## src/egsr_pkg.sv

```systemverilog
// Constants for the exposure and gain status readback register bank
// How it works
// - Latch select clear: exposure values load only at frame overhead period start.
// - Latch select set: frame alignment off, exposure values pass through continuously.
// - Triggered global shutter master with select set: load at each exposure start.
// - Read-only 16-bit field shows the prescale value in use.
// - Read-only 16-bit field shows applied clear duration; frozen in slave mode.
// - Read-only 16-bit field shows applied exposure time; frozen in slave mode.
// - Gain mirrors: column 4:0, front-end 12:5, digital scale factor 11:0.
// - Exposure sync-enable cleared: exposure updates no longer aligned to frame start.
`default_nettype none
package egsr_pkg;
  localparam int unsigned EGSR_ADDR_W = 8;
  localparam int unsigned EGSR_DATA_W = 32;
  localparam int unsigned EGSR_IDX_W = 6;
  localparam int unsigned EGSR_STAT_W = 16;
  localparam int unsigned EGSR_COL_W = 5;
  localparam int unsigned EGSR_AFE_W = 8;
  localparam int unsigned EGSR_DSF_W = 12;
  // Register indices; byte address is four times the index
  localparam logic [EGSR_IDX_W-1:0] IDX_SYNC_CONFIG = 6'h0e;
  localparam logic [EGSR_IDX_W-1:0] IDX_PRESCALE_STATUS = 6'h10;
  localparam logic [EGSR_IDX_W-1:0] IDX_CLEAR_DURATION_STATUS = 6'h11;
  localparam logic [EGSR_IDX_W-1:0] IDX_EXPOSURE_TIME_STATUS = 6'h12;
  localparam logic [EGSR_IDX_W-1:0] IDX_RESERVED_STATUS_A = 6'h13;
  localparam logic [EGSR_IDX_W-1:0] IDX_RESERVED_STATUS_B = 6'h14;
  localparam logic [EGSR_IDX_W-1:0] IDX_ANALOG_AMP_STATUS = 6'h15;
  localparam logic [EGSR_IDX_W-1:0] IDX_DIGITAL_SCALE_STATUS = 6'h16;
  // Field positions
  localparam int unsigned BIT_SYNC_EXPOSURE = 3;
  localparam int unsigned BIT_EXPOSURE_LATCH_SEL = 10;
  localparam int unsigned COL_LSB = 0;
  localparam int unsigned AFE_LSB = 5;
  // Reset values
  localparam logic SYNC_EXPOSURE_RST = 1'h1;
  localparam logic EXPOSURE_LATCH_SEL_RST = 1'h0;
  localparam logic [EGSR_STAT_W-1:0] STATUS_RST = 16'h0000;
  localparam logic [EGSR_DATA_W-1:0] RDATA_ZERO = 32'h0000_0000;
  // AXI responses
  localparam logic [1:0] RESP_OKAY = 2'h0;
  localparam logic [1:0] RESP_SLVERR = 2'h2;
  // Byte lanes of the sync configuration bits
  localparam int unsigned LANE_SYNC_EXPOSURE = BIT_SYNC_EXPOSURE / 8;
  localparam int unsigned LANE_EXPOSURE_LATCH_SEL = BIT_EXPOSURE_LATCH_SEL / 8;
endpackage
`default_nettype wire

```

## src/egsr_param_latch.sv

```systemverilog
// Parameter latch: holds a value and loads it on a strobe or follows it
`default_nettype none
module egsr_param_latch #(
  parameter int unsigned WIDTH = 16
) (
  input wire logic clk_in,
  input wire logic rst_in,
  input wire logic [WIDTH-1:0] value_in,
  input wire logic load_in,
  input wire logic follow_in,
  output logic [WIDTH-1:0] value_out
);
  logic [WIDTH-1:0] value_reg;
  logic [WIDTH-1:0] value_next;

  assign value_next = (load_in || follow_in) ? value_in : value_reg;
  assign value_out = value_reg;

  always_ff @(posedge clk_in)
  begin
    if (rst_in)
    begin
      value_reg <= '0;
    end
    else
    begin
      value_reg <= value_next;
    end
  end
endmodule
`default_nettype wire

```

## src/egsr_readback.sv

```systemverilog
// Exposure and gain latching with status readback over AXI4-Lite
//
// Decided for this implementation: the AXI4-Lite slave port.
`default_nettype none
module egsr_readback #(
  parameter int unsigned STAT_W = egsr_pkg::EGSR_STAT_W
) (
  input wire logic clk_in,
  input wire logic rst_in,
  // AXI4-Lite write address
  input wire logic [egsr_pkg::EGSR_ADDR_W-1:0] s_axi_awaddr_in,
  input wire logic [2:0] s_axi_awprot_in,
  input wire logic s_axi_awvalid_in,
  output logic s_axi_awready_out,
  // AXI4-Lite write data
  input wire logic [egsr_pkg::EGSR_DATA_W-1:0] s_axi_wdata_in,
  input wire logic [egsr_pkg::EGSR_DATA_W/8-1:0] s_axi_wstrb_in,
  input wire logic s_axi_wvalid_in,
  output logic s_axi_wready_out,
  // AXI4-Lite write response
  output logic [1:0] s_axi_bresp_out,
  output logic s_axi_bvalid_out,
  input wire logic s_axi_bready_in,
  // AXI4-Lite read address
  input wire logic [egsr_pkg::EGSR_ADDR_W-1:0] s_axi_araddr_in,
  input wire logic [2:0] s_axi_arprot_in,
  input wire logic s_axi_arvalid_in,
  output logic s_axi_arready_out,
  // AXI4-Lite read data
  output logic [egsr_pkg::EGSR_DATA_W-1:0] s_axi_rdata_out,
  output logic [1:0] s_axi_rresp_out,
  output logic s_axi_rvalid_out,
  input wire logic s_axi_rready_in,
  // Sequencer events and mode, same clock domain
  input wire logic frame_overhead_start_in,
  input wire logic frame_start_in,
  input wire logic exposure_start_in,
  input wire logic triggered_gs_master_in,
  input wire logic slave_mode_in,
  // Values written into the configuration registers
  input wire logic [STAT_W-1:0] prescale_cfg_in,
  input wire logic [STAT_W-1:0] clear_duration_cfg_in,
  input wire logic [STAT_W-1:0] exposure_time_cfg_in,
  input wire logic [egsr_pkg::EGSR_COL_W-1:0] column_gain_cfg_in,
  input wire logic [egsr_pkg::EGSR_AFE_W-1:0] afe_gain_cfg_in,
  input wire logic [egsr_pkg::EGSR_DSF_W-1:0] digital_scale_factor_cfg_in,
  // Active values for the exposure and gain logic
  output logic [STAT_W-1:0] prescale_active_out,
  output logic [STAT_W-1:0] clear_duration_active_out,
  output logic [STAT_W-1:0] exposure_time_active_out,
  output logic [egsr_pkg::EGSR_COL_W-1:0] column_gain_active_out,
  output logic [egsr_pkg::EGSR_AFE_W-1:0] afe_gain_active_out,
  output logic [egsr_pkg::EGSR_DSF_W-1:0] digital_scale_factor_active_out
);
  import egsr_pkg::*;

  localparam int unsigned EXP_W = 3 * STAT_W;
  localparam int unsigned GAIN_W = EGSR_COL_W + EGSR_AFE_W + EGSR_DSF_W;

  // Register index of a byte address, and whether the address is mapped
  function automatic logic [EGSR_IDX_W-1:0] reg_index(input logic [EGSR_ADDR_W-1:0] addr);
    reg_index = addr[EGSR_ADDR_W-1:2];
  endfunction

  function automatic logic is_mapped(input logic [EGSR_ADDR_W-1:0] addr);
    logic [EGSR_IDX_W-1:0] idx;
    idx = reg_index(addr);
    is_mapped = (addr[1:0] == 2'h0) &&
                ((idx == IDX_SYNC_CONFIG) ||
                 ((idx >= IDX_PRESCALE_STATUS) && (idx <= IDX_DIGITAL_SCALE_STATUS)));
  endfunction

  // Software control bits
  logic sync_exposure_reg;
  logic sync_exposure_next;
  logic latch_sel_reg;
  logic latch_sel_next;

  // Write channel state
  logic aw_held_reg;
  logic [EGSR_ADDR_W-1:0] awaddr_reg;
  logic w_held_reg;
  logic [EGSR_DATA_W-1:0] wdata_reg;
  logic [EGSR_DATA_W/8-1:0] wstrb_reg;
  logic bvalid_reg;
  logic [1:0] bresp_reg;

  // Read channel state
  logic rvalid_reg;
  logic [1:0] rresp_reg;
  logic [EGSR_DATA_W-1:0] rdata_reg;

  // Status mirrors
  logic [STAT_W-1:0] clear_status_reg;
  logic [STAT_W-1:0] clear_status_next;
  logic [STAT_W-1:0] exposure_status_reg;
  logic [STAT_W-1:0] exposure_status_next;

  // Write path decode
  wire aw_fire = s_axi_awvalid_in && s_axi_awready_out;
  wire w_fire = s_axi_wvalid_in && s_axi_wready_out;
  wire aw_have = aw_held_reg || aw_fire;
  wire w_have = w_held_reg || w_fire;
  wire wr_commit = aw_have && w_have && !bvalid_reg;
  wire [EGSR_ADDR_W-1:0] wr_addr = aw_held_reg ? awaddr_reg : s_axi_awaddr_in;
  wire [EGSR_DATA_W-1:0] wr_data = w_held_reg ? wdata_reg : s_axi_wdata_in;
  wire [EGSR_DATA_W/8-1:0] wr_strb = w_held_reg ? wstrb_reg : s_axi_wstrb_in;
  wire wr_mapped = is_mapped(wr_addr);
  wire wr_sync_cfg = wr_commit && wr_mapped && (reg_index(wr_addr) == IDX_SYNC_CONFIG);

  // Read path decode
  wire ar_fire = s_axi_arvalid_in && s_axi_arready_out;
  wire rd_mapped = is_mapped(s_axi_araddr_in);
  wire [EGSR_IDX_W-1:0] rd_idx = reg_index(s_axi_araddr_in);

  // Channel readies: one write and one read in flight at a time
  assign s_axi_awready_out = !aw_held_reg && !bvalid_reg;
  assign s_axi_wready_out = !w_held_reg && !bvalid_reg;
  assign s_axi_arready_out = !rvalid_reg;
  assign s_axi_bvalid_out = bvalid_reg;
  assign s_axi_bresp_out = bresp_reg;
  assign s_axi_rvalid_out = rvalid_reg;
  assign s_axi_rresp_out = rresp_reg;
  assign s_axi_rdata_out = rdata_reg;

  // Only the sync configuration word is writable; status words drop writes
  // status writes ignored
  assign sync_exposure_next = (wr_sync_cfg && wr_strb[LANE_SYNC_EXPOSURE]) ?
                              wr_data[BIT_SYNC_EXPOSURE] : sync_exposure_reg;
  assign latch_sel_next = (wr_sync_cfg && wr_strb[LANE_EXPOSURE_LATCH_SEL]) ?
                          wr_data[BIT_EXPOSURE_LATCH_SEL] : latch_sel_reg;

  always_ff @(posedge clk_in)
  begin
    if (rst_in)
    begin
      sync_exposure_reg <= SYNC_EXPOSURE_RST;
      latch_sel_reg <= EXPOSURE_LATCH_SEL_RST;
    end
    else
    begin
      sync_exposure_reg <= sync_exposure_next;
      latch_sel_reg <= latch_sel_next;
    end
  end

  // Address and data may arrive in either order; each is parked until both are in
  always_ff @(posedge clk_in)
  begin
    if (rst_in)
    begin
      aw_held_reg <= 1'b0;
      w_held_reg <= 1'b0;
      awaddr_reg <= '0;
      wdata_reg <= '0;
      wstrb_reg <= '0;
    end
    else
    begin
      aw_held_reg <= aw_have && !wr_commit;
      w_held_reg <= w_have && !wr_commit;
      if (aw_fire)
      begin
        awaddr_reg <= s_axi_awaddr_in;
      end
      if (w_fire)
      begin
        wdata_reg <= s_axi_wdata_in;
        wstrb_reg <= s_axi_wstrb_in;
      end
    end
  end

  always_ff @(posedge clk_in)
  begin
    if (rst_in)
    begin
      bvalid_reg <= 1'b0;
      bresp_reg <= RESP_OKAY;
    end
    else if (wr_commit)
    begin
      bvalid_reg <= 1'b1;
      bresp_reg <= wr_mapped ? RESP_OKAY : RESP_SLVERR;
    end
    else if (s_axi_bready_in)
    begin
      bvalid_reg <= 1'b0;
    end
  end

  // Exposure latch control
  // Sync-enable off means no frame alignment at all, which overrides the select
  // sync enable cleared
  wire exp_unaligned = !sync_exposure_reg;
  wire exp_load_fot = sync_exposure_reg && !latch_sel_reg && frame_overhead_start_in;
  wire exp_load_trig = sync_exposure_reg && latch_sel_reg && triggered_gs_master_in &&
                       exposure_start_in;
  wire exp_follow = exp_unaligned || (latch_sel_reg && !triggered_gs_master_in);
  // Gains keep their own frame-start alignment
  wire gain_load = frame_start_in;

  wire [EXP_W-1:0] exp_cfg = {prescale_cfg_in, clear_duration_cfg_in, exposure_time_cfg_in};
  wire [EXP_W-1:0] exp_active;
  wire [GAIN_W-1:0] gain_cfg = {digital_scale_factor_cfg_in, afe_gain_cfg_in,
                                column_gain_cfg_in};
  wire [GAIN_W-1:0] gain_active;

  egsr_param_latch #(
    .WIDTH(EXP_W)
  ) u_exposure_latch (
    .clk_in(clk_in),
    .rst_in(rst_in),
    .value_in(exp_cfg),
    .load_in(exp_load_fot || exp_load_trig),
    .follow_in(exp_follow),
    .value_out(exp_active)
  );

  egsr_param_latch #(
    .WIDTH(GAIN_W)
  ) u_gain_latch (
    .clk_in(clk_in),
    .rst_in(rst_in),
    .value_in(gain_cfg),
    .load_in(gain_load),
    .follow_in(1'b0),
    .value_out(gain_active)
  );

  assign prescale_active_out = exp_active[3*STAT_W-1:2*STAT_W];
  assign clear_duration_active_out = exp_active[2*STAT_W-1:STAT_W];
  assign exposure_time_active_out = exp_active[STAT_W-1:0];
  assign column_gain_active_out = gain_active[EGSR_COL_W-1:0];
  assign afe_gain_active_out = gain_active[EGSR_COL_W+EGSR_AFE_W-1:EGSR_COL_W];
  assign digital_scale_factor_active_out = gain_active[GAIN_W-1:EGSR_COL_W+EGSR_AFE_W];

  // In slave mode the exposure timing is driven from outside, so the
  // last master value is held rather than tracking stale configuration
  // clear duration frozen
  assign clear_status_next = slave_mode_in ? clear_status_reg : clear_duration_active_out;
  assign exposure_status_next = slave_mode_in ? exposure_status_reg : exposure_time_active_out;

  always_ff @(posedge clk_in)
  begin
    if (rst_in)
    begin
      clear_status_reg <= STATUS_RST;
      exposure_status_reg <= STATUS_RST;
    end
    else
    begin
      clear_status_reg <= clear_status_next;
      exposure_status_reg <= exposure_status_next;
    end
  end

  // Read data selection
  wire [EGSR_DATA_W-1:0] rd_sync_word;
  wire [EGSR_DATA_W-1:0] rd_prescale_word;
  wire [EGSR_DATA_W-1:0] rd_clear_word;
  wire [EGSR_DATA_W-1:0] rd_exposure_word;
  wire [EGSR_DATA_W-1:0] rd_analog_word;
  wire [EGSR_DATA_W-1:0] rd_digital_word;
  logic [EGSR_DATA_W-1:0] rd_word;

  assign rd_sync_word = RDATA_ZERO | (EGSR_DATA_W'(sync_exposure_reg) << BIT_SYNC_EXPOSURE) |
                        (EGSR_DATA_W'(latch_sel_reg) << BIT_EXPOSURE_LATCH_SEL);
  assign rd_prescale_word = EGSR_DATA_W'(prescale_active_out);
  assign rd_clear_word = EGSR_DATA_W'(clear_status_reg);
  assign rd_exposure_word = EGSR_DATA_W'(exposure_status_reg);
  assign rd_analog_word = (EGSR_DATA_W'(column_gain_active_out) << COL_LSB) |
                          (EGSR_DATA_W'(afe_gain_active_out) << AFE_LSB);
  assign rd_digital_word = EGSR_DATA_W'(digital_scale_factor_active_out);

  always_comb
  begin
    case (rd_idx)
      IDX_SYNC_CONFIG: rd_word = rd_sync_word;
      IDX_PRESCALE_STATUS: rd_word = rd_prescale_word;
      IDX_CLEAR_DURATION_STATUS: rd_word = rd_clear_word;
      IDX_EXPOSURE_TIME_STATUS: rd_word = rd_exposure_word;
      IDX_ANALOG_AMP_STATUS: rd_word = rd_analog_word;
      IDX_DIGITAL_SCALE_STATUS: rd_word = rd_digital_word;
      default: rd_word = RDATA_ZERO;
    endcase
  end

  always_ff @(posedge clk_in)
  begin
    if (rst_in)
    begin
      rvalid_reg <= 1'b0;
      rresp_reg <= RESP_OKAY;
      rdata_reg <= RDATA_ZERO;
    end
    else if (ar_fire)
    begin
      rvalid_reg <= 1'b1;
      rresp_reg <= rd_mapped ? RESP_OKAY : RESP_SLVERR;
      rdata_reg <= rd_mapped ? rd_word : RDATA_ZERO;
    end
    else if (s_axi_rready_in)
    begin
      rvalid_reg <= 1'b0;
    end
  end
endmodule
`default_nettype wire

```

## config.mk

```make
export PLATFORM = sky130hd
export DESIGN_NAME = egsr_readback
export DESIGN_NICKNAME = d
export VERILOG_FILES = /design/src/egsr_pkg.sv /design/src/egsr_param_latch.sv /design/src/egsr_readback.sv
export SDC_FILE = /design/constraint.sdc
export NUM_CORES = 1
export LEC_CHECK = 0
export BUFFER_PORTS_ARGS = -buffer_cell sky130_fd_sc_hd__buf_2
export CAP_MARGIN = 10
export CORE_MARGIN = 3
export CORE_UTILIZATION = 25
export DETAILED_ROUTE_END_ITERATION = 8
export SLEW_MARGIN = 20
export SYNTH_ARGS = -nofsm -noshare
export SYNTH_HDL_FRONTEND = slang
export SYNTH_HIERARCHICAL = 1
export SYNTH_SLANG_ARGS = --single-unit
```

## constraint.sdc

```tcl
create_clock -name clk_in -period 1.7 [get_ports clk_in]
set_input_delay 0.425 -clock clk_in [delete_from_list [all_inputs] [get_ports clk_in]]
set_output_delay 0.425 -clock clk_in [all_outputs]
set_load 0.1 [all_outputs]
```

==> impl_metrics.toml <==
[final_layout]
postLayoutCellArea_mm2 = 0.00879
stdcell_count = 1259
largest_reg_flops = 48
nNetsFinal = 1059
n_antenna_cell = 0
area_growth_pct = 36.0
drive_above_1_share = 0.325

[logic_synthesis]
synth_top_cells_by_area = "dfxtp_1 44%, or3b_1 9.9%, mux2i_1 8.4%"
synthCells = 719
synth.top_cell.area_share = 0.437
synth-async-reset-ratio = 0
synth.cell_area_mm2 = 0.00646
ys.flop_type = "dfxtp_1"
ys_seq_area_frac = 0.437
yosys_warnings = 6
synth.distinct_cells = 52
syn_area_per_cell_um2 = 8.99
synth-seq-cells = 141
synth_largest_area_cell = "dfxtp_1"
synth_edf_count = 0

[power]
p_clk_frac = 0.391
p_per_area_mw_per_mm2 = 1060
p_switching_uw = 3380
leakagePower_uw = 0.00359
internal_power_uw = 5960
irDropWorstVdd_mv = 0.440
seqPwrFrac = 0.387
power_frac_comb = 0.221
p_sw_frac = 0.362

[route]
drc = 0
drt_iter0_drc = 496
num_vias = 5966
ant_nets = 0
routed_wl_mm = 21.2
firstDrtPassIters = 5
drt-vias-per-instance = 4.74
avgRoutedWirePerCell_um = 16.8

[sta]
rsz0062_at_grt = "true"
skew_ns = 0.0122
layout_min_cycle_time_ns = 1.66
timing.hold.ws_ns = 0.244
tightestPinTransition_ns = 0.678
setup_tns_ns = 0
drv_slew = 0
period_share = 0.974
fmax_mhz = 604
worst_slew_margin_rel = 0.548
hold_viol_final = 0
finalSetupViolCount = 0

[setup_path]
cp_slowest_cell = "buf_2"
endpoint_kind = "primary output"
max_stage_delay_ns = 0.45
cp_max_fo = 3
crit_arrival_ns = 1.23
crit_chain = "buf_2"
path_buf_inv = 1
startpoint_type = "flop"
critPathRequiredTime_ns = 1.27
cp_top_family = "buffers and inverters"
crit_type = "flop to primary output"

[run]
cap_violations = 0

[floorplan]
ioPinCount = 257
die_w_um = 167
start_util = 0.255
die_area_mm2 = 0.0278
placementRows = 58
die_h_um = 167
coreArea_mm2 = 0.0253

[clock_tree]
h-tree-depth = 4
clockBufferDepth = 2
cts_root_buf = "clkbuf_16"
cts_made_buffers = 17
path_clk_slew_ns = 0.07
insertion_delay_ns = 0.43
holdBufCountCts = 0
clock-sinks = 141
cts_tree = "yes"

[global_routing]
antenna_found_initial = 2
grt_pass1_wl_mm = 32.1
grt_usage = 0.147
overflow = 0
grt_pass1_vias = 5633
grt_max_degree = 97

[placement]
dp_cells = 1224
dpl_cell_area_mm2 = 0.00800
place.gp.congestion = 0.753
hpwl_mm = 15.7
portBuffers = 200

[run_status]
status = "finished, final reports clean"

[worst_hold_path]
min_path_type = "input pin to flop"
==> cell usage after synthesis, types with 3 or more instances <==
master,count
a211oi_1,5
a211oi_2,6
a21oi_1,92
a21oi_2,6
a222oi_1,10
a22oi_1,3
a31oi_1,4
a32oi_1,3
buf_1,6
buf_2,16
buf_4,20
clkbuf_1,33
clkbuf_2,7
dfxtp_1,141
inv_1,5
mux2i_1,54
nand2_1,41
nand2b_1,4
nand3b_1,6
nor2_1,50
nor2b_1,3
nor3_1,5
o21ai_0,69
o21ai_1,22
o2bb2ai_1,3
or3b_1,73
==> area by class of cell <==
class,count,area [um2]
clock buffers,17,425
fillers,2623,16500
well taps,330,413
flip-flops and latches,141,2830
inverters,6,22.5
multi-input cells,510,3310
clock inverters,15,141
repair buffers,240,1650
==> per-stage QoR <==
stage	setup slack, ns	utilization	total power (uW)
after floorplan	-0.0694	-	5210
after global placement	-0.0768	0.316	5680
after detailed placement	-0.109	0.316	5690
after CTS	0.00261	0.344	9460
after global routing	-0.00755	0.347	9730
final	0.0440	0.347	9340
==> placed cells by master (no fill, tap or decap), types with 6 or more instances in the layout <==
| cell | n |
|---|---|
| clkbuf_16 | 17 |
| nand2_1 | 41 |
| buf_2 | 123 |
| conb_1 | 23 |
| a21oi_1 | 92 |
| a21oi_2 | 6 |
| a211oi_2 | 7 |
| nand3b_1 | 6 |
| inv_6 | 6 |
| o21ai_0 | 68 |
| mux2i_1 | 54 |
| o21ai_1 | 22 |
| clkbuf_4 | 21 |
| buf_12 | 12 |
| dfxtp_1 | 138 |
| or3b_1 | 73 |
| buf_4 | 83 |
| a222oi_1 | 10 |
| nor2_1 | 47 |
==> cell families after synthesis <==
logic type,Yosys count,share of synthesized area
DFF,141,0.437
buffers and inverters,90,0.0707
AOI/OAI and AO/OA,234,0.215
other,1,0.000580
muxes,56,0.0871
and+or+nand+nor,197,0.189
==> worst reg2reg max path, stage by stage, from the launching register on <==
cell and delay, ns:
dfxtp_4 0.35, nand2b_4 0.13, or4_4 0.45, a21oi_4 0.20
buf_12 0.17, a21oi_1 0.05, a211oi_1 0.20
==> layer usage <==
metal	wire length (um)	share of wire	vias to the layer above	global-route usage
li1	-	-	2967	-
met1	9920	0.47	2786	0.199
met2	9690	0.46	197	0.232
met5	21	0.00099	-	0
met4	117	0.0055	4	0.0319
met3	1420	0.067	12	0.0427
==> timing repair <==
| action | CTS | global route |
|---|---|---|
| pin swaps | 1 | 3 |
| setup buffers | 0 | 3 |
| gates cloned | 0 | 0 |
| setup endpoints to repair | 54 | 26 |
| resized for setup | 54 | 25 |
==> power groups by stage <==
stage               logic, uW  registers [uW]  clock network, uW
floorplan                 793            4420                  0
global placement         1990            3690                  0
detailed placement       2000            3690                  0
CTS                      2050            3620               3800
global route             2180            3640               3910
finish                   2070            3620               3660
==> path summary, 6_finish.rpt <==
path	from	to	slack, ns	depth (start not counted)
worst max register to register	s_axi_rvalid_out	s_axi_rdata_out[0]	0.06	6
worst max-delay path	s_axi_rdata_out[4]	s_axi_rdata_out[4]	0.04	1
worst min register to register	awaddr_reg[1]	awaddr_reg[1]	0.46	2
worst min-delay path	s_axi_rready_in	s_axi_rvalid_out	0.24	3
Note: power is estimated with default switching activity, not from simulation.
